$ cat src/include/throttle_params.svh
// Constants for the package thermal throttle block
// What this block does
// - Any core at trip asserts hot pin.
// - One hot pin for the package.
// - Hot pin policy ignores adaptive enable.
// - Output only after reset; bidir by config.
// - Hot pin is active low.
// - External hot forces minimum voltage/frequency.
// - External hot never engages clock modulation.
// - Control circuit active while external hot held.
// - Optional interrupt on assert and deassert.
// - Fast external toggling pins lowest perf state.
// - Idle entry keeps hot until exit/cool.
// - Deepest idle may drop hot indication.
// - Damage temperature shuts package down.
// - Sustained heat sets critical status, latches sticky, pulses interrupt.
// - Enable bit 4 starts per-core modulation.
// - Duty from bits 3:1, coarse/fine steps.
// - Each core modulated independently.
// - Legacy control modulates all cores together.
// - Internal trip overrides duty with factory.
// - Legacy duty beats per-core duty.
// - Activate at reading zero plus offset.
// - Modulation period fixed 32 microseconds.
`ifndef THROTTLE_PARAMS_SVH
`define THROTTLE_PARAMS_SVH

`define NUM_CORES         4
`define TEMP_W            8
`define OFFSET_W          4
`define DUTY_W            4
`define CLK_PERIOD_NS     10
`define MOD_PERIOD_US     32
`define MOD_PERIOD_CYC    (`MOD_PERIOD_US * 1000 / `CLK_PERIOD_NS)
`define MOD_SLOTS         16
`define SLOT_CYC          (`MOD_PERIOD_CYC / `MOD_SLOTS)
`define SLOT_CNT_W        8
`define TOGGLE_WINDOW_US  1500
`define TOGGLE_WINDOW_CYC (`TOGGLE_WINDOW_US * 1000 / `CLK_PERIOD_NS)
`define TOGGLE_CNT_W      18
`define TCC_FACTORY_DUTY  4'h8
`define CG_EN_BIT         4
`define CG_DUTY_HI        3
`define CG_DUTY_LO        1
`define CG_FINE_BIT       0
`define LEG_EN_BIT        3
`define DUTY_OFF          4'h0

`endif

$ cat src/include/throttle_pkg.sv
// Types shared by the thermal throttle modules
package throttle_pkg;
    typedef enum logic [1:0] {
        MODE_RUN    = 2'b00,
        MODE_TCC    = 2'b01,
        MODE_LEGACY = 2'b10,
        MODE_CORE   = 2'b11
    } mod_mode_t;
endpackage

$ cat src/include/mod_if.sv
// Per-core modulation request and gate signals between control and generator
`timescale 1ns/1ps
`include "throttle_params.svh"
interface mod_if;
    logic [`NUM_CORES-1:0]              enable;
    logic [`NUM_CORES-1:0][`DUTY_W-1:0] duty;
    logic [`NUM_CORES-1:0]              gate;
    modport ctrl (output enable, output duty, input gate);
    modport gen  (input enable, input duty, output gate);
endinterface

$ cat src/clock_modulator.sv
// Fixed-period clock modulation generator, one gate per core
`timescale 1ns/1ps
`include "throttle_params.svh"
module clock_modulator
    import throttle_pkg::*;
(
    input  wire logic clk,
    input  wire logic rst_n,
    mod_if.gen        mif
);
    logic [`SLOT_CNT_W-1:0] slot_cnt_reg;
    logic [`DUTY_W-1:0]     slot_idx_reg;

    // Period counter: 16 slots per period, period independent of core speed
    always_ff @(posedge clk or negedge rst_n)
    begin
        if (!rst_n)
        begin
            slot_cnt_reg <= '0;
            slot_idx_reg <= '0;
        end
        else if (slot_cnt_reg == `SLOT_CNT_W'(`SLOT_CYC - 1))
        begin
            slot_cnt_reg <= '0;
            slot_idx_reg <= slot_idx_reg + 4'h1;
        end
        else
        begin
            slot_cnt_reg <= slot_cnt_reg + 8'h01;
        end
    end

    // Each core gets its own gate with its own duty
    genvar c;
    generate
        for (c = 0; c < `NUM_CORES; c++)
        begin : g_core
            always_ff @(posedge clk or negedge rst_n)
            begin
                if (!rst_n)
                    mif.gate[c] <= 1'b1;
                else
                    mif.gate[c] <= !mif.enable[c] || (slot_idx_reg < mif.duty[c]);
            end
        end
    endgenerate
endmodule

$ cat src/thermal_throttle_control.sv
// Package thermal protection: hot pin, shutdown, critical status, clock modulation
`timescale 1ns/1ps
`include "throttle_params.svh"
module thermal_throttle_control
    import throttle_pkg::*;
#(
    parameter int TOGGLE_WINDOW = `TOGGLE_WINDOW_CYC
)
(
    input  wire logic                                 clk,
    input  wire logic                                 rst_n,
    input  wire logic [`NUM_CORES-1:0][`TEMP_W-1:0]   die_temp_sensor,
    input  wire logic [`OFFSET_W-1:0]                 tcc_offset,
    input  wire logic                                 bidir_enable,
    input  wire logic                                 hot_indication_pin_n_in,
    output logic                                      hot_indication_pin_n_out,
    output logic                                      hot_indication_pin_oe_n,
    input  wire logic                                 pkg_idle,
    input  wire logic                                 deepest_package_idle,
    input  wire logic                                 edge_int_assert_en,
    input  wire logic                                 edge_int_deassert_en,
    output logic                                      hot_edge_int,
    input  wire logic                                 damage_temp_in,
    output logic                                      overheat_shutdown_out_n,
    output logic                                      package_shutdown,
    input  wire logic                                 critical_temp_in,
    input  wire logic                                 crit_int_en,
    input  wire logic                                 crit_sticky_clear,
    output logic                                      crit_status,
    output logic                                      crit_sticky,
    output logic                                      thermal_int,
    input  wire logic [`NUM_CORES-1:0][`CG_EN_BIT:0]  clock_gating_control_reg,
    input  wire logic                                 fine_duty_cap,
    input  wire logic [`LEG_EN_BIT:0]                 legacy_clock_control_reg,
    output logic [`NUM_CORES-1:0]                     core_clk_en,
    output logic                                      tcc_active,
    output logic                                      adaptive_vf_req,
    output logic                                      min_vf_req,
    output logic                                      lowest_perf_state
);
    logic [1:0]                  pin_sync_reg;
    logic [1:0]                  damage_sync_reg;
    logic [1:0]                  crit_sync_reg;
    logic                        drive_hot_reg;
    logic [1:0]                  drive_hist_reg;
    logic                        idle_hold_reg;
    logic                        idle_d_reg;
    logic                        ext_hot_reg;
    logic                        pin_level_reg;
    logic [`TOGGLE_CNT_W-1:0]    since_toggle_reg;
    logic                        int_hot_raw;
    logic                        drive_hot_next;
    logic                        ext_hot_next;
    logic                        pin_level_next;
    logic [`NUM_CORES-1:0]       core_trip;
    logic [`DUTY_W-1:0]          legacy_duty;
    mod_mode_t                   mode_reg [`NUM_CORES];
    mod_if                       mif ();

    // Two-flop synchronisers for pin and analog-comparator inputs
    always_ff @(posedge clk or negedge rst_n)
    begin
        if (!rst_n)
        begin
            pin_sync_reg    <= 2'h3;
            damage_sync_reg <= 2'h0;
            crit_sync_reg   <= 2'h0;
        end
        else
        begin
            pin_sync_reg    <= {pin_sync_reg[0], hot_indication_pin_n_in};
            damage_sync_reg <= {damage_sync_reg[0], damage_temp_in};
            crit_sync_reg   <= {crit_sync_reg[0], critical_temp_in};
        end
    end

    // Per-core trip compare; reading counts down to zero at the limit
    genvar c;
    generate
        for (c = 0; c < `NUM_CORES; c++)
        begin : g_trip
            assign core_trip[c] = die_temp_sensor[c] <= `TEMP_W'(tcc_offset);
        end
    endgenerate
    assign int_hot_raw = |core_trip;

    // Internal hot drive, with idle freeze and deepest-idle release
    always_comb
    begin
        if (deepest_package_idle)
            drive_hot_next = 1'b0;
        else if (idle_hold_reg)
            drive_hot_next = 1'b1;
        else
            drive_hot_next = int_hot_raw;
    end

    // Idle hold set on idle entry while hot, cleared on exit or cool-down
    always_ff @(posedge clk or negedge rst_n)
    begin
        if (!rst_n)
        begin
            idle_hold_reg <= 1'b0;
            idle_d_reg    <= 1'b0;
        end
        else
        begin
            idle_d_reg <= pkg_idle;
            if (!pkg_idle || !int_hot_raw)
                idle_hold_reg <= 1'b0;
            else if (!idle_d_reg && drive_hot_reg)
                idle_hold_reg <= 1'b1;
        end
    end

    // Pin driver: push-pull after reset, open-drain once bidirectional
    always_ff @(posedge clk or negedge rst_n)
    begin
        if (!rst_n)
        begin
            drive_hot_reg            <= 1'b0;
            drive_hist_reg           <= 2'h0;
            hot_indication_pin_n_out <= 1'b1;
            hot_indication_pin_oe_n  <= 1'b0;
        end
        else
        begin
            drive_hot_reg  <= drive_hot_next;
            drive_hist_reg <= {drive_hist_reg[0], drive_hot_reg};
            if (bidir_enable)
            begin
                hot_indication_pin_n_out <= 1'b0;
                hot_indication_pin_oe_n  <= !drive_hot_next;
            end
            else
            begin
                hot_indication_pin_n_out <= !drive_hot_next;
                hot_indication_pin_oe_n  <= 1'b0;
            end
        end
    end

    // External assertion: line low while our own drive has been off long enough
    assign ext_hot_next = bidir_enable && !pin_sync_reg[1] && !drive_hot_reg
                          && drive_hist_reg == 2'h0;
    assign pin_level_next = bidir_enable ? !pin_sync_reg[1] : drive_hot_reg;

    // External state, pin level and edge interrupt pulse
    always_ff @(posedge clk or negedge rst_n)
    begin
        if (!rst_n)
        begin
            ext_hot_reg   <= 1'b0;
            pin_level_reg <= 1'b0;
            hot_edge_int  <= 1'b0;
        end
        else
        begin
            ext_hot_reg   <= ext_hot_next;
            pin_level_reg <= pin_level_next;
            hot_edge_int  <= (pin_level_next && !pin_level_reg && edge_int_assert_en)
                          || (!pin_level_next && pin_level_reg && edge_int_deassert_en);
        end
    end

    // Toggle spacing watch on the external drive
    always_ff @(posedge clk or negedge rst_n)
    begin
        if (!rst_n)
        begin
            since_toggle_reg  <= `TOGGLE_CNT_W'(TOGGLE_WINDOW);
            lowest_perf_state <= 1'b0;
        end
        else if (ext_hot_next != ext_hot_reg)
        begin
            since_toggle_reg <= '0;
            if (since_toggle_reg < `TOGGLE_CNT_W'(TOGGLE_WINDOW))
                lowest_perf_state <= 1'b1;
        end
        else if (since_toggle_reg < `TOGGLE_CNT_W'(TOGGLE_WINDOW))
        begin
            since_toggle_reg <= since_toggle_reg + 18'h00001;
        end
        else
        begin
            lowest_perf_state <= 1'b0;
        end
    end

    // Control circuit status and voltage/frequency requests
    always_ff @(posedge clk or negedge rst_n)
    begin
        if (!rst_n)
        begin
            tcc_active      <= 1'b0;
            adaptive_vf_req <= 1'b0;
            min_vf_req      <= 1'b0;
        end
        else
        begin
            tcc_active      <= int_hot_raw || ext_hot_next;
            adaptive_vf_req <= int_hot_raw;
            min_vf_req      <= ext_hot_next;
        end
    end

    // Catastrophic shutdown latches until reset, whatever modes are on
    always_ff @(posedge clk or negedge rst_n)
    begin
        if (!rst_n)
        begin
            overheat_shutdown_out_n <= 1'b1;
            package_shutdown        <= 1'b0;
        end
        else if (damage_sync_reg[1])
        begin
            overheat_shutdown_out_n <= 1'b0;
            package_shutdown        <= 1'b1;
        end
    end

    // Critical status, sticky bit (set beats clear) and interrupt pulse
    always_ff @(posedge clk or negedge rst_n)
    begin
        if (!rst_n)
        begin
            crit_status <= 1'b0;
            crit_sticky <= 1'b0;
            thermal_int <= 1'b0;
        end
        else
        begin
            crit_status <= int_hot_raw && crit_sync_reg[1];
            if (int_hot_raw && crit_sync_reg[1])
                crit_sticky <= 1'b1;
            else if (crit_sticky_clear)
                crit_sticky <= 1'b0;
            thermal_int <= int_hot_raw && crit_sync_reg[1] && !crit_status
                        && crit_int_en;
        end
    end

    // Legacy duty uses coarse steps only
    assign legacy_duty = {legacy_clock_control_reg[`LEG_EN_BIT-1:0], 1'b0};

    // Per-core mode choice and duty; internal control first, then legacy
    generate
        for (c = 0; c < `NUM_CORES; c++)
        begin : g_sel
            logic [`DUTY_W-1:0] core_duty;
            assign core_duty = fine_duty_cap
                ? clock_gating_control_reg[c][`CG_DUTY_HI:`CG_FINE_BIT]
                : {clock_gating_control_reg[c][`CG_DUTY_HI:`CG_DUTY_LO], 1'b0};

            always_ff @(posedge clk or negedge rst_n)
            begin
                if (!rst_n)
                    mode_reg[c] <= MODE_RUN;
                else if (int_hot_raw)
                    mode_reg[c] <= MODE_TCC;
                else if (legacy_clock_control_reg[`LEG_EN_BIT])
                    mode_reg[c] <= MODE_LEGACY;
                else if (clock_gating_control_reg[c][`CG_EN_BIT])
                    mode_reg[c] <= MODE_CORE;
                else
                    mode_reg[c] <= MODE_RUN;
            end

            always_ff @(posedge clk or negedge rst_n)
            begin
                if (!rst_n)
                begin
                    mif.enable[c] <= 1'b0;
                    mif.duty[c]   <= `DUTY_OFF;
                end
                else
                begin
                    unique case (mode_reg[c])
                        MODE_RUN:
                        begin
                            mif.enable[c] <= 1'b0;
                            mif.duty[c]   <= `DUTY_OFF;
                        end
                        MODE_TCC:
                        begin
                            mif.enable[c] <= 1'b1;
                            mif.duty[c]   <= `TCC_FACTORY_DUTY;
                        end
                        MODE_LEGACY:
                        begin
                            mif.enable[c] <= legacy_duty != `DUTY_OFF;
                            mif.duty[c]   <= legacy_duty;
                        end
                        MODE_CORE:
                        begin
                            mif.enable[c] <= core_duty != `DUTY_OFF;
                            mif.duty[c]   <= core_duty;
                        end
                    endcase
                end
            end
        end
    endgenerate

    // Shared period generator with one gate flop per core
    clock_modulator u_modulator (
        .clk   (clk),
        .rst_n (rst_n),
        .mif   (mif)
    );

    assign core_clk_en = mif.gate;
endmodule

$ cat config.mk
export PLATFORM = sky130hd
export DESIGN_NAME = thermal_throttle_control
export DESIGN_NICKNAME = d
export VERILOG_FILES = /design/src/include/throttle_pkg.sv /design/src/include/mod_if.sv /design/src/clock_modulator.sv /design/src/thermal_throttle_control.sv
export VERILOG_INCLUDE_DIRS = /design/src /design/src/include
export SDC_FILE = /design/constraint.sdc
export NUM_CORES = 1
export LEC_CHECK = 0
export BUFFER_PORTS_ARGS = -buffer_cell sky130_fd_sc_hd__buf_4
export CELL_PAD_IN_SITES_DETAIL_PLACEMENT = 1
export CELL_PAD_IN_SITES_GLOBAL_PLACEMENT = 1
export CORE_MARGIN = 4
export CORE_UTILIZATION = 42
export CTS_CLUSTER_DIAMETER = 150
export CTS_CLUSTER_SIZE = 24
export DETAILED_ROUTE_END_ITERATION = 12
export GPL_TIMING_DRIVEN = 0
export PLACE_DENSITY = 0.8
export SETUP_SLACK_MARGIN = 0.3
export SYNTH_ARGS = -nofsm -noshare
export SYNTH_HDL_FRONTEND = slang
export SYNTH_HIERARCHICAL = 1
export SYNTH_SLANG_ARGS = --single-unit
export TNS_END_PERCENT = 1
$ cat constraint.sdc
create_clock -name clk -period 3.3 [get_ports clk]
set_input_delay 0.33 -clock clk [delete_from_list [all_inputs] [get_ports clk]]
set_output_delay 0.33 -clock clk [all_outputs]
set_load 0.05 [all_outputs]
# Yosys cells after proc, flatten, opt, wreduce, memory -nomap -nowiden
# Cells that the tools add are included.
[totals] reg_bits=86 in_bits=73 output_inout_bits=16 wordCells=152
[classes] eq_ne=16 order_cmp=9 n_mux=39 add_sub_neg=3 n_reduce_logical=46
[op_table] operator="$pmux 4 s4" count=4
[op_table] operator="$mux 18" count=2
[op_table] operator="$le 8x4->1" count=4
[op_table] operator="$mux 2" count=12
[op_table] operator="$reduce_bool 4->1" count=5
[op_table] operator="$add 18x1->18 const B" count=1
[op_table] operator="$lt 18x18->1 const B" count=1
[op_table] operator="$eq 2x2->1 const B" count=8
[op_table] operator="$lt 4x4->1" count=4
[op_table] operator="$mux 1" count=16
[op_table] operator="$pmux 1 s4" count=4
[op_table] operator="$logic_not 1->1" count=13
[op_table] operator="$logic_and 1x1->1" count=11
[op_table] operator="$logic_not 2->1" count=5
[op_table] operator="$add 8x1->8 const B" count=1
[op_table] operator="$eq 2x1->1 const B" count=4
[op_table] operator="$eq 8x8->1 const B" count=1
[op_table] operator="$mux 8" count=1
[op_table] operator="$logic_or 1x1->1" count=7
[op_table] operator="$reduce_bool 2->1" count=3
[op_table] operator="$add 4x1->4 const B" count=1
[op_table] operator="$reduce_or 4->1" count=1
[op_table] operator="$ne 2x1->1 const B" count=1
[op_table] operator="$ne 2x2->1 const B" count=1
[op_table] operator="other kinds (2)" count=2

# Longest topological paths before layout
# Gate-level depths: netlist (run 1).
[logic_depth] ltp_word=7 mapped_depth=11

# By module
# Netlist (run 1), hierarchy kept.
[modules_own_cells] mod="thermal_throttle_control" n_inst=1 seq_area_each_um2=1766.7 cells_per_inst=301 area_per_inst_um2=3221.8
[modules_own_cells] mod="clock_modulator" n_inst=1 seq_area_each_um2=405.4 cells_per_inst=89 area_per_inst_um2=983.4

# Least setup slack after synthesis (run 1)
# Ideal clock, no wire load.
[synth_timing] kind="reg2reg" startpoint="reg since_toggle_reg[4]" endpoint="reg since_toggle_reg[15]" arrival_time_ns=2.183 path_stages_with_launch=12 required_time_ns=3.182 n_path_buf=0 path_slack_ns=0.998 path_cell_list="dfstp_2 and4_1 and2_1 o31ai_1 a21oi_1 ha_1 nor2b_1 nand4_1 nor2_1 nand3_1 xor2_1 nor2_1"
[synth_via] elab_chain_cells=3 elab_cells_between_ends=5
[synth_lines] item="start: declaration" line="thermal_throttle_control.sv:50" source="logic [`TOGGLE_CNT_W-1:0] since_toggle_reg;"
[synth_lines] item="start signal: assignment" line="thermal_throttle_control.sv:171" source="since_toggle_reg <= `TOGGLE_CNT_W'(TOGGLE_WINDOW);"
[synth_lines] item="start signal: assignment" line="thermal_throttle_control.sv:182" source="since_toggle_reg <= since_toggle_reg + 18'h00001;"
[synth_lines] item="$add 18x1->18" line="thermal_throttle_control.sv:182"
[synth_lines] item="$mux 18" line="thermal_throttle_control.sv:180" source="else if (since_toggle_reg < `TOGGLE_CNT_W'(TOGGLE_WINDOW))"
[synth_lines] item="$mux 18" line="thermal_throttle_control.sv:174" source="else if (ext_hot_next != ext_hot_reg)"
# Several ways; a longest one is shown, not always the timed one. The select of a mux whose other input is x is not followed.
# A chain may end at the register's enable or synchronous reset.

# Worst setup path in the final report (run 1)
[layout_timing] startpoint="reg since_toggle_reg[4]" endpoint="reg since_toggle_reg[14]"
# The elaborated chain is that of the path after synthesis.

==> metrics.md, run 1 <==
| Metric | Value |
|---|---|
| Outcome | `finished, final reports clean` |
| Cell count of the worst hold path | `1` |
| TritonCTS clock tree | `yes` |
| Synthesized cell area | `4210 sq um` |
| Num CTS Buffers | `9` |
| Total core area | `9770 sq um` |
| Clock skew | `0.0108 ns` |
| Vias/cell | `5.09` |
| Hold_buf cts | `0` |
| Primary FF master, synth | `dfrtp_1` |
| Total number of vias | `3194` |
| Dpl hpwl | `7560 microns` |
| MaxCap Viol Count | `0` |
| Vias in the first global route | `3606` |
| Commonest non-fill, non-tap cell in the layout | `buf_4` |
| Die area | `11700 sq um` |
| Die Ht | `108 microns` |
| Routability congestion estimate from global placement | `0.794` |
| Util after Layout | `0.534` |
| Yosys warning count | `6` |
| Design Area, Final | `5220 sq um` |
| Synth Instances | `390` |
| Top Ports | `89` |
| GRT overflow | `0` |
| Reg2Reg Depth | `11` |
| Nets | `594` |
| Worst slack, placed | `0.661 ns` |
| Synthesis-to-layout area growth | `24.0%` |
| Reg clk slew, reported paths | `0.08 ns` |
| Depth of the CTS H-tree | `3` |
| Sequential fraction of the synthesis area | `0.517` |
| Final WS setup | `0.681 ns` |
| Leak Pwr | `2.53 nW` |
| CP max-delay cell | `dfstp_2` |
| Placed Area | `5030 sq um` |
| Largest net degree at the start of global routing | `87` |
| Critical Path Fanout Max | `8` |
| Setup TNS | `0 ns` |
| Peak supply drop | `0.274 mV` |
| # DRC | `0` |
| GRT Total Usage | `0.180` |
| Reg-to-Reg Start | `since_toggle_reg[4]$_DFFE_PN1P_` |
| Initial DRC Count | `83` |
| Pin slew with the least headroom to its limit | `1.05 ns` |
| Initial core utilization | `0.430` |
| Share of layout cells above drive strength 1 | `0.271` |
| RSZ-0062 raised after global routing | `no` |
| Setup bufs post-CTS | `0` |
| Routed Antenna Nets | `0` |
| Ys async rst share | `1.00` |
| Endpoints failing setup | `0` |
| Die width | `108 microns` |
| Most frequent cells in the layout | `buf_4, dfrtp_1, inv_1` |
| Period minus WS final | `2.62 ns` |
| Final Hold Violating Endpoints | `0` |
| Post-Syn Nets | `495` |
| Delay of the slowest critical-path stage | `0.40 ns` |
| Critical Path RT | `3.59 ns` |
| WHS Endpoint | `crit_sync_reg[0]$_DFF_PN0_` |
| Total power | `2.35 mW` |
| Cell variety after synth | `46` |
| Number of flops mapped to enable cells by yosys | `0` |
| Final Max Tran Viols | `0` |
| Antenna cell count | `0` |
| Clock Tree Root | `clkbuf_8` |
| Final wirelength | `9610 microns` |
| Post-cts sizing count | `0` |
| Synth Register Bits | `86` |
| Worst Setup End Kind | `register` |
| Max reg flops | `18` |
| Post-Layout Cell Count | `627` |
| Row cnt | `36` |
| Clock sink count | `86` |
| CP Buf/Inv Count | `0` |
| Period utilization | `0.794` |
| Clock Latency Late Sink | `0.35 ns` |
| Worst hold path class | `input pin to register` |
| First-pass GRT wire length | `16700 microns` |
| Max Root-Sink Buffers | `2` |
| Fill count | `1121` |
| R2r endpoint | `since_toggle_reg[14]$_DFFE_PN1P_` |
| FMAX | `382 MHz` |
| Worst Setup Start Kind | `register` |
| Slew margin rel. | `0.303` |
| Flop2flop setup slack | `0.68 ns` |
| Initial antenna violation count | `0` |
| IO Port Bufs | `88` |
| Cell Pwr Density | `450 nW/um^2` |
| Placed insts | `611` |
| DR pass1 iterations | `4` |
| CP Class | `register to register` |
| CP delay by family, top | `simple AND/OR/NAND/NOR gates` |
| Arrival time worst endpoint | `2.91 ns` |
| Crit-path cells | `and4_1 > and2_1 > o31ai_1 > a21oi_1 > ha_1 > nor2b_1 > nand3_2 > nor3_1 > nand2_1 > xor2_1 > nor2_1` |
| WL/cell | `15.3 microns` |
| Worst Min Path Start | `critical_temp_in` |
| Mean post-synth cell area | `10.8 sq um` |
| Final Hold Slack | `0.0791 ns` |
## metal layers
layer	routed length, microns	GRT usage
met4	93	0.0424
met3	586	0.0699
met1	4100	0.217
met2	4840	0.305
met5	0	0
## power breakdown
| part | internal (mW) | switching, mW |
|---|---|---|
| clock | 0.347 | 0.360 |
| sequential | 1.14 | 0.0529 |
| combinational | 0.191 | 0.255 |
## worst max path at each step
stage / start / end / slack, ns / depth (start not counted)
after floorplan: since_toggle_reg[4]$_DFFE_PN1P_ / since_toggle_reg[15]$_DFFE_PN0P_ / 1.0 / 11
after global placement: since_toggle_reg[4]$_DFFE_PN1P_ / since_toggle_reg[16]$_DFFE_PN0P_ / 0.69 / 11
after detailed placement: bidir_enable / since_toggle_reg[15]$_DFFE_PN0P_ / 0.66 / 12
after CTS: drive_hot_reg$_DFF_PN0_ / since_toggle_reg[14]$_DFFE_PN1P_ / 0.64 / 10
after global routing: drive_hot_reg$_DFF_PN0_ / since_toggle_reg[14]$_DFFE_PN1P_ / 0.39 / 10
final: since_toggle_reg[4]$_DFFE_PN1P_ / since_toggle_reg[14]$_DFFE_PN1P_ / 0.68 / 11
## cells in the mapped netlist, types with 6 or more instances
cell type / count / area, sq um
nand2b_1: 9 / 56.3
xnor2_1: 8 / 70.1
dfstp_2: 16 / 420
nor2b_1: 11 / 68.8
ha_1: 32 / 400
dfrtp_1: 70 / 1750
nand3_1: 10 / 50.1
nand4_1: 6 / 37.5
o21ai_0: 29 / 145
nor2_1: 27 / 101
inv_1: 33 / 124
a21oi_1: 14 / 70.1
a211o_1: 6 / 52.6
xor2_1: 12 / 105
mux2i_1: 8 / 80.1
nand2_1: 30 / 113
## area by class of cell
cell class                 instances  area (sq um)  area share
clock buffer                      11           131      0.0252
multi-input combinational        264          1880       0.360
sequential                        86          2170       0.416
tap                              133           166      0.0319
timing repair buffer              88           661       0.127
inverter                          34           128      0.0245
buffer                             6          30.0     0.00576
clock inverter                     5          52.6      0.0101
## logic make-up (layout without fill, tap and decap cells)
logic type | after synthesis | after routing | share of synthesized area
buffers and inverters | 40 | 144 | 0.0375
DFF | 86 | 86 | 0.517
and+or+nand+nor | 124 | 124 | 0.165
adders and majority gates | 32 | 32 | 0.0952
AOI/OAI and AO/OA | 76 | 76 | 0.114
xor gates and xnor gates | 21 | 21 | 0.0455
muxes | 11 | 11 | 0.0271
Note: power is estimated with default switching activity, not from simulation.
==> inputs of run 2 (changes only) <==
--- a/config.mk
+++ b/config.mk
@@ -10,12 +10,12 @@
 export CELL_PAD_IN_SITES_DETAIL_PLACEMENT = 1
 export CELL_PAD_IN_SITES_GLOBAL_PLACEMENT = 1
 export CORE_MARGIN = 4
-export CORE_UTILIZATION = 42
+export CORE_UTILIZATION = 38
 export CTS_CLUSTER_DIAMETER = 150
 export CTS_CLUSTER_SIZE = 24
 export DETAILED_ROUTE_END_ITERATION = 12
 export GPL_TIMING_DRIVEN = 0
-export PLACE_DENSITY = 0.8
+export PLACE_DENSITY = 0.76
 export SETUP_SLACK_MARGIN = 0.3
 export SYNTH_ARGS = -nofsm -noshare
 export SYNTH_HDL_FRONTEND = slang
==> constraint.sdc (replaced) <==
create_clock -name clk -period 2.35 [get_ports clk]
set_input_delay 0.235 -clock clk [delete_from_list [all_inputs] [get_ports clk]]
set_output_delay 0.235 -clock clk [all_outputs]
set_load 0.05 [all_outputs]
==> run 2 against run 1 <==
Compared with the run above: clock skew fell by 0.0044 ns; utilization fell by 3.5 points; non-clock buffer count rose by 11; worst hold slack got worse by 0.032 ns; die area rose by 9.7%; largest cell class unchanged.
==> metrics.md, run 2 (synthesis results as in run 1) <==
| Metric | Value |
|---|---|
| Routability congestion estimate from global placement | `0.844` |
| Reg-to-Reg Start | `since_toggle_reg[4]$_DFFE_PN1P_` |
| Clock Latency Late Sink | `0.36 ns` |
| WL/cell | `15.2 microns` |
| Row cnt | `38` |
| Total core area | `10800 sq um` |
| Share of layout cells above drive strength 1 | `0.299` |
| Num CTS Buffers | `9` |
| CP endpoint | `since_toggle_reg[7]$_DFFE_PN1P_` |
| CP delay by family, top | `simple AND/OR/NAND/NOR gates` |
| Period minus WS final | `2.16 ns` |
| Max Root-Sink Buffers | `2` |
| FMAX | `464 MHz` |
| Outcome | `finished, final reports clean` |
| Final wirelength | `9770 microns` |
| Routed Antenna Nets | `0` |
| Vias in the first global route | `3550` |
| CP max-delay cell | `dfstp_2` |
| Synthesis-to-layout area growth | `28.5%` |
| Clock sink count | `86` |
| Cell Pwr Density | `629 nW/um^2` |
| Die width | `113 microns` |
| Depth of the CTS H-tree | `3` |
| RSZ-0062 raised after global routing | `yes` |
| # DRC | `0` |
| Slew margin rel. | `0.279` |
| Most frequent cells in the layout | `buf_4, dfrtp_1, inv_1` |
| Worst Setup End Kind | `register` |
| Reg2Reg Depth | `10` |
| Endpoints failing setup | `0` |
| Max reg flops | `18` |
| Dpl hpwl | `7330 microns` |
| MaxCap Viol Count | `0` |
| Total power | `3.40 mW` |
| Reg clk slew, reported paths | `0.08 ns` |
| R2r endpoint | `since_toggle_reg[7]$_DFFE_PN1P_` |
| Setup TNS | `0 ns` |
| Worst Setup Start Kind | `register` |
| TritonCTS clock tree | `yes` |
| Flop2flop setup slack | `0.19 ns` |
| Final Max Tran Viols | `0` |
| Initial antenna violation count | `0` |
| DR pass1 iterations | `4` |
| Critical Path Fanout Max | `5` |
| Vias/cell | `4.94` |
| Crit-path cells | `and4_4 > and2_4 > o31ai_4 > a21oi_2 > ha_4 > nor2b_4 > and2_1 > and4_1 > xnor2_1 > nor2_1` |
| Die area | `12800 sq um` |
| Arrival time worst endpoint | `2.45 ns` |
| Initial DRC Count | `117` |
| IO Port Bufs | `88` |
| Largest net degree at the start of global routing | `87` |
| Antenna cell count | `0` |
| Clock Tree Root | `clkbuf_8` |
| Stages on worst setup path | `10` |
| Top Ports | `89` |
| GRT Total Usage | `0.163` |
| Worst hold path class | `input pin to asynchronous set/reset pin` |
| GRT overflow | `0` |
| Delay of the slowest critical-path stage | `0.58 ns` |
| Final WS setup | `0.193 ns` |
| Crit path launch | `since_toggle_reg[4]$_DFFE_PN1P_` |
| Peak supply drop | `0.289 mV` |
| Worst slack, placed | `-0.0615 ns` |
| CP Class | `register to register` |
| Pin slew with the least headroom to its limit | `1.08 ns` |
| Nets | `605` |
| Clock skew | `0.00649 ns` |
| Final Hold Violating Endpoints | `0` |
| Critical Path RT | `2.64 ns` |
| CP Buf/Inv Count | `0` |
| Die Ht | `113 microns` |
| First-pass GRT wire length | `16500 microns` |
| Fill count | `1221` |
| Period utilization | `0.918` |
| Commonest non-fill, non-tap cell in the layout | `buf_4` |
| Initial core utilization | `0.388` |
| Total number of vias | `3189` |
| Leak Pwr | `2.61 nW` |
run 2: cell types whose count changed in the layout (fill, tap and decap cells not counted), sizes merged:
cell / before / now
dlygate4sd3: 0 / 4
clkbuf: 16 / 17
clkinvlp: 1 / 0
buf: 89 / 96
run 2: final cells by class:
cell class              instances  area [sq um]  area share
repair buffers                 99           753       0.139
clock buffers                  12           155      0.0287
flip-flops and latches         86          2170       0.402
inverters                      34           128      0.0236
multi-input cells             264          1950       0.360
well taps                     140           175      0.0324
clock inverters                 4          45.0     0.00833
plain buffers                   6          30.0     0.00556
run 2: how the worst min path moves through the flow:
stage	start	endpoint	slack [ns]	cells past startpoint
2_1_floorplan	rst_n	adaptive_vf_req$_DFF_PN0_	-0.06	0
3_3_place_gp	crit_sync_reg[0]$_DFF_PN0_	crit_sync_reg[1]$_DFF_PN0_	0.33	0
3_5_place_dp	crit_sync_reg[0]$_DFF_PN0_	crit_sync_reg[1]$_DFF_PN0_	0.34	0
4_1_cts	deepest_package_idle	drive_hot_reg$_DFF_PN0_	0.03	2
5_1_grt	deepest_package_idle	drive_hot_reg$_DFF_PN0_	0.03	2
6_report	rst_n	since_toggle_reg[16]$_DFFE_PN0P_	0.05	1
run 2: worst reg2reg max path, cell delays in order, from the launching register on:
cell     delay, ns
dfstp_2       0.58
and4_4        0.26
and2_4        0.17
o31ai_4       0.05
a21oi_2       0.19
ha_4          0.17
nor2b_4       0.05
and2_1        0.16
and4_1        0.22
xnor2_1       0.13
nor2_1        0.10
run 2: power breakdown:
group / total [mW] / internal (mW) / switching [mW]
registers: 1.69 / 1.61 / 0.0797
clock network: 1.06 / 0.545 / 0.517
logic: 0.654 / 0.287 / 0.366
run 2: what timing repair did:
item,4_1_cts,5_1_grt
hold endpoints to repair,4,0
resized for setup,8,1
hold buffers,4,0
pin swaps,8,5
setup endpoints to repair,16,17
buffers inserted,6,1
run 2: through the flow:
step / hold slack, ns / cell area (sq um) / instances / util
3_3_place_gp: 0.333 / 5060 / 618 / 0.467
4_1_cts: 0.0312 / 5390 / 644 / 0.497
5_1_grt: 0.0251 / 5410 / 645 / 0.499
6_report: 0.0472 / 5410 / 645 / 0.499
2_1_floorplan: -0.0606 / 4220 / 390 / -
3_5_place_dp: 0.338 / 5060 / 618 / 0.467
run 2: layer usage:
| layer | vias to the layer above | global-route usage | part of all wire |
|---|---|---|---|
| li1 | 1562 | - | - |
| met1 | 1548 | 0.198 | 0.44 |
| met2 | 71 | 0.270 | 0.49 |
| met3 | 8 | 0.0572 | 0.055 |
| met4 | 0 | 0.0561 | 0.014 |
| met5 | - | 0 | 0 |
==> inputs of run 3 (changes only) <==
--- a/config.mk
+++ b/config.mk
@@ -6,7 +6,7 @@
 export SDC_FILE = /design/constraint.sdc
 export NUM_CORES = 1
 export LEC_CHECK = 0
-export BUFFER_PORTS_ARGS = -buffer_cell sky130_fd_sc_hd__buf_4
+export BUFFER_PORTS_ARGS = -buffer_cell sky130_fd_sc_hd__buf_2
 export CELL_PAD_IN_SITES_DETAIL_PLACEMENT = 1
 export CELL_PAD_IN_SITES_GLOBAL_PLACEMENT = 1
 export CORE_MARGIN = 4
@@ -16,7 +16,9 @@
 export DETAILED_ROUTE_END_ITERATION = 12
 export GPL_TIMING_DRIVEN = 0
 export PLACE_DENSITY = 0.76
+export REMOVE_ABC_BUFFERS = 1
 export SETUP_SLACK_MARGIN = 0.3
+export SLEW_MARGIN = 20
 export SYNTH_ARGS = -nofsm -noshare
 export SYNTH_HDL_FRONTEND = slang
 export SYNTH_HIERARCHICAL = 1
==> run 3 against run 2 <==
Compared with the run above: clock-buffer cell count fell by 2; clock power decreased by 5%; worst hold slack better by 0.014 ns; global-route usage down 0.36 points; setup slack got worse by 0.048 ns; register-to-register slack worse by 0.05 ns; critical endpoint is now since_toggle_reg[13]$_DFFE_PN0P_; critical path type unchanged; highest routed layer unchanged.
==> metrics.md, run 3 (synthesis results as in run 1) <==
| Metric | Value |
|---|---|
| Largest net degree at the start of global routing | `45` |
| Initial antenna violation count | `0` |
| Depth of the CTS H-tree | `3` |
| Vias/cell | `5.03` |
| Outcome | `finished, final reports clean` |
| Crit path launch | `since_toggle_reg[4]$_DFFE_PN1P_` |
| Critical Path RT | `2.59 ns` |
| Worst Setup Start Kind | `register` |
| Endpoints failing setup | `0` |
| Placed Area | `4810 sq um` |
| Initial core utilization | `0.388` |
| Flop2flop setup slack | `0.14 ns` |
| CP Buf/Inv Count | `1` |
| Stages on worst setup path | `11` |
| # DRC | `0` |
| Peak supply drop | `0.308 mV` |
| Period utilization | `0.939` |
| DR pass1 iterations | `4` |
| Reg clk slew, reported paths | `0.09 ns` |
| Routed Antenna Nets | `0` |
| Reg-to-Reg Start | `since_toggle_reg[4]$_DFFE_PN1P_` |
| Final Hold Violating Endpoints | `0` |
| Max reg flops | `18` |
| Row cnt | `38` |
| Clock skew | `0.0128 ns` |
| RSZ-0062 raised after global routing | `yes` |
| Clock Latency Late Sink | `0.37 ns` |
| Commonest non-fill, non-tap cell in the layout | `buf_2` |
| CP Class | `register to register` |
| Clock sink count | `86` |
| GRT overflow | `0` |
| Placed insts | `613` |
| Total core area | `10800 sq um` |
| Worst slack, placed | `-0.386 ns` |
| GRT Total Usage | `0.159` |
| Die Ht | `113 microns` |
| Pin slew with the least headroom to its limit | `0.624 ns` |
| Period minus WS final | `2.21 ns` |
| Delay of the slowest critical-path stage | `0.40 ns` |
| Top Ports | `89` |
| Design Area, Final | `5170 sq um` |
| Setup TNS | `0 ns` |
| Max Root-Sink Buffers | `2` |
| Fill count | `1234` |
| CP max-delay cell | `dfstp_2` |
| Die area | `12800 sq um` |
| Cell Pwr Density | `638 nW/um^2` |
| Die width | `113 microns` |
| Leak Pwr | `2.53 nW` |
| Initial DRC Count | `52` |
| Nets | `600` |
| Reg2Reg Depth | `11` |
| MaxCap Viol Count | `0` |
| Total power | `3.30 mW` |
| Final WS setup | `0.144 ns` |
| Final Hold Slack | `0.0610 ns` |
| Clock Tree Root | `clkbuf_8` |
| Synthesis-to-layout area growth | `22.9%` |
| Total number of vias | `3219` |
| Share of layout cells above drive strength 1 | `0.302` |
| Dpl hpwl | `7230 microns` |
| Most frequent cells in the layout | `buf_2, dfrtp_1, inv_1` |
| TritonCTS clock tree | `yes` |
| CP delay by family, top | `simple AND/OR/NAND/NOR gates` |
| Final wirelength | `9560 microns` |
| Worst Setup End Kind | `register` |
| FMAX | `453 MHz` |
| Vias in the first global route | `3531` |
| IO Port Bufs | `88` |
| Arrival time worst endpoint | `2.44 ns` |
| Critical Path Fanout Max | `5` |
| Crit-path cells | `and4_4 > and2_4 > o31ai_4 > a21oi_2 > ha_4 > nor2b_4 > nand4_1 > nor2_2 > buf_4 > xnor2_1 > nor2_1` |
| Post-Layout Cell Count | `640` |
| Routability congestion estimate from global placement | `0.774` |
| Slew margin rel. | `0.583` |
| Util after Layout | `0.477` |
| Final Max Tran Viols | `0` |
| WL/cell | `14.9 microns` |
| Worst hold path class | `input pin to register` |
| Num CTS Buffers | `9` |
| First-pass GRT wire length | `16500 microns` |
| R2r endpoint | `since_toggle_reg[13]$_DFFE_PN0P_` |
| CP endpoint | `since_toggle_reg[13]$_DFFE_PN0P_` |
| Antenna cell count | `0` |
-- run 3: changes by cell type in the layout (fill, tap and decap cells not counted), moves of 3 or more --
cell,delta
clkbuf_1,-6
buf_4,-88
clkinv_2,-3
buf_2,+87
inv_6,+4
-- run 3: worst min-delay path by stage --
stage,from,end,depth (start not counted),slack (ns)
detailed placement,rst_n,hot_edge_int$_DFF_PN0_,1,0.26
finish,deepest_package_idle,drive_hot_reg$_DFF_PN0_,2,0.06
floorplan,rst_n,adaptive_vf_req$_DFF_PN0_,0,-0.06
global placement,crit_sync_reg[0]$_DFF_PN0_,crit_sync_reg[1]$_DFF_PN0_,0,0.33
global route,deepest_package_idle,drive_hot_reg$_DFF_PN0_,2,0.04
CTS,crit_sticky_clear,crit_sticky$_DFFE_PN0P_,2,0.05
-- run 3: repair_timing --
item,4_1_cts,5_1_grt
hold buffers,5,0
setup endpoints to repair,17,17
endpoints found under the hold margin,37,0
gates cloned,0,0
pin swaps,6,7
gates resized for setup,14,1
buffers inserted,4,2
-- run 3: layout make-up --
| class | count | area (sq um) | share of cell area |
|---|---|---|---|
| multi-input combinational | 264 | 1950 | 0.377 |
| tap | 140 | 175 | 0.0339 |
| sequential | 86 | 2170 | 0.420 |
| clock buffer | 10 | 138 | 0.0266 |
| timing repair buffer | 100 | 558 | 0.108 |
| inverter | 34 | 128 | 0.0247 |
| clock inverter | 6 | 51.3 | 0.00992 |
-- run 3: layer usage --
| metal | GRT usage | wire length [microns] | vias to the layer above |
|---|---|---|---|
| met4 | 0.0489 | 151 | 0 |
| li1 | - | - | 1565 |
| met2 | 0.265 | 4760 | 68 |
| met3 | 0.0433 | 472 | 14 |
| met5 | 0 | 0 | - |
| met1 | 0.203 | 4180 | 1572 |
-- run 3: power by group --
part | switching, mW | internal (mW)
Sequential | 0.0924 | 1.61
Clock | 0.584 | 0.431
Combinational | 0.350 | 0.235
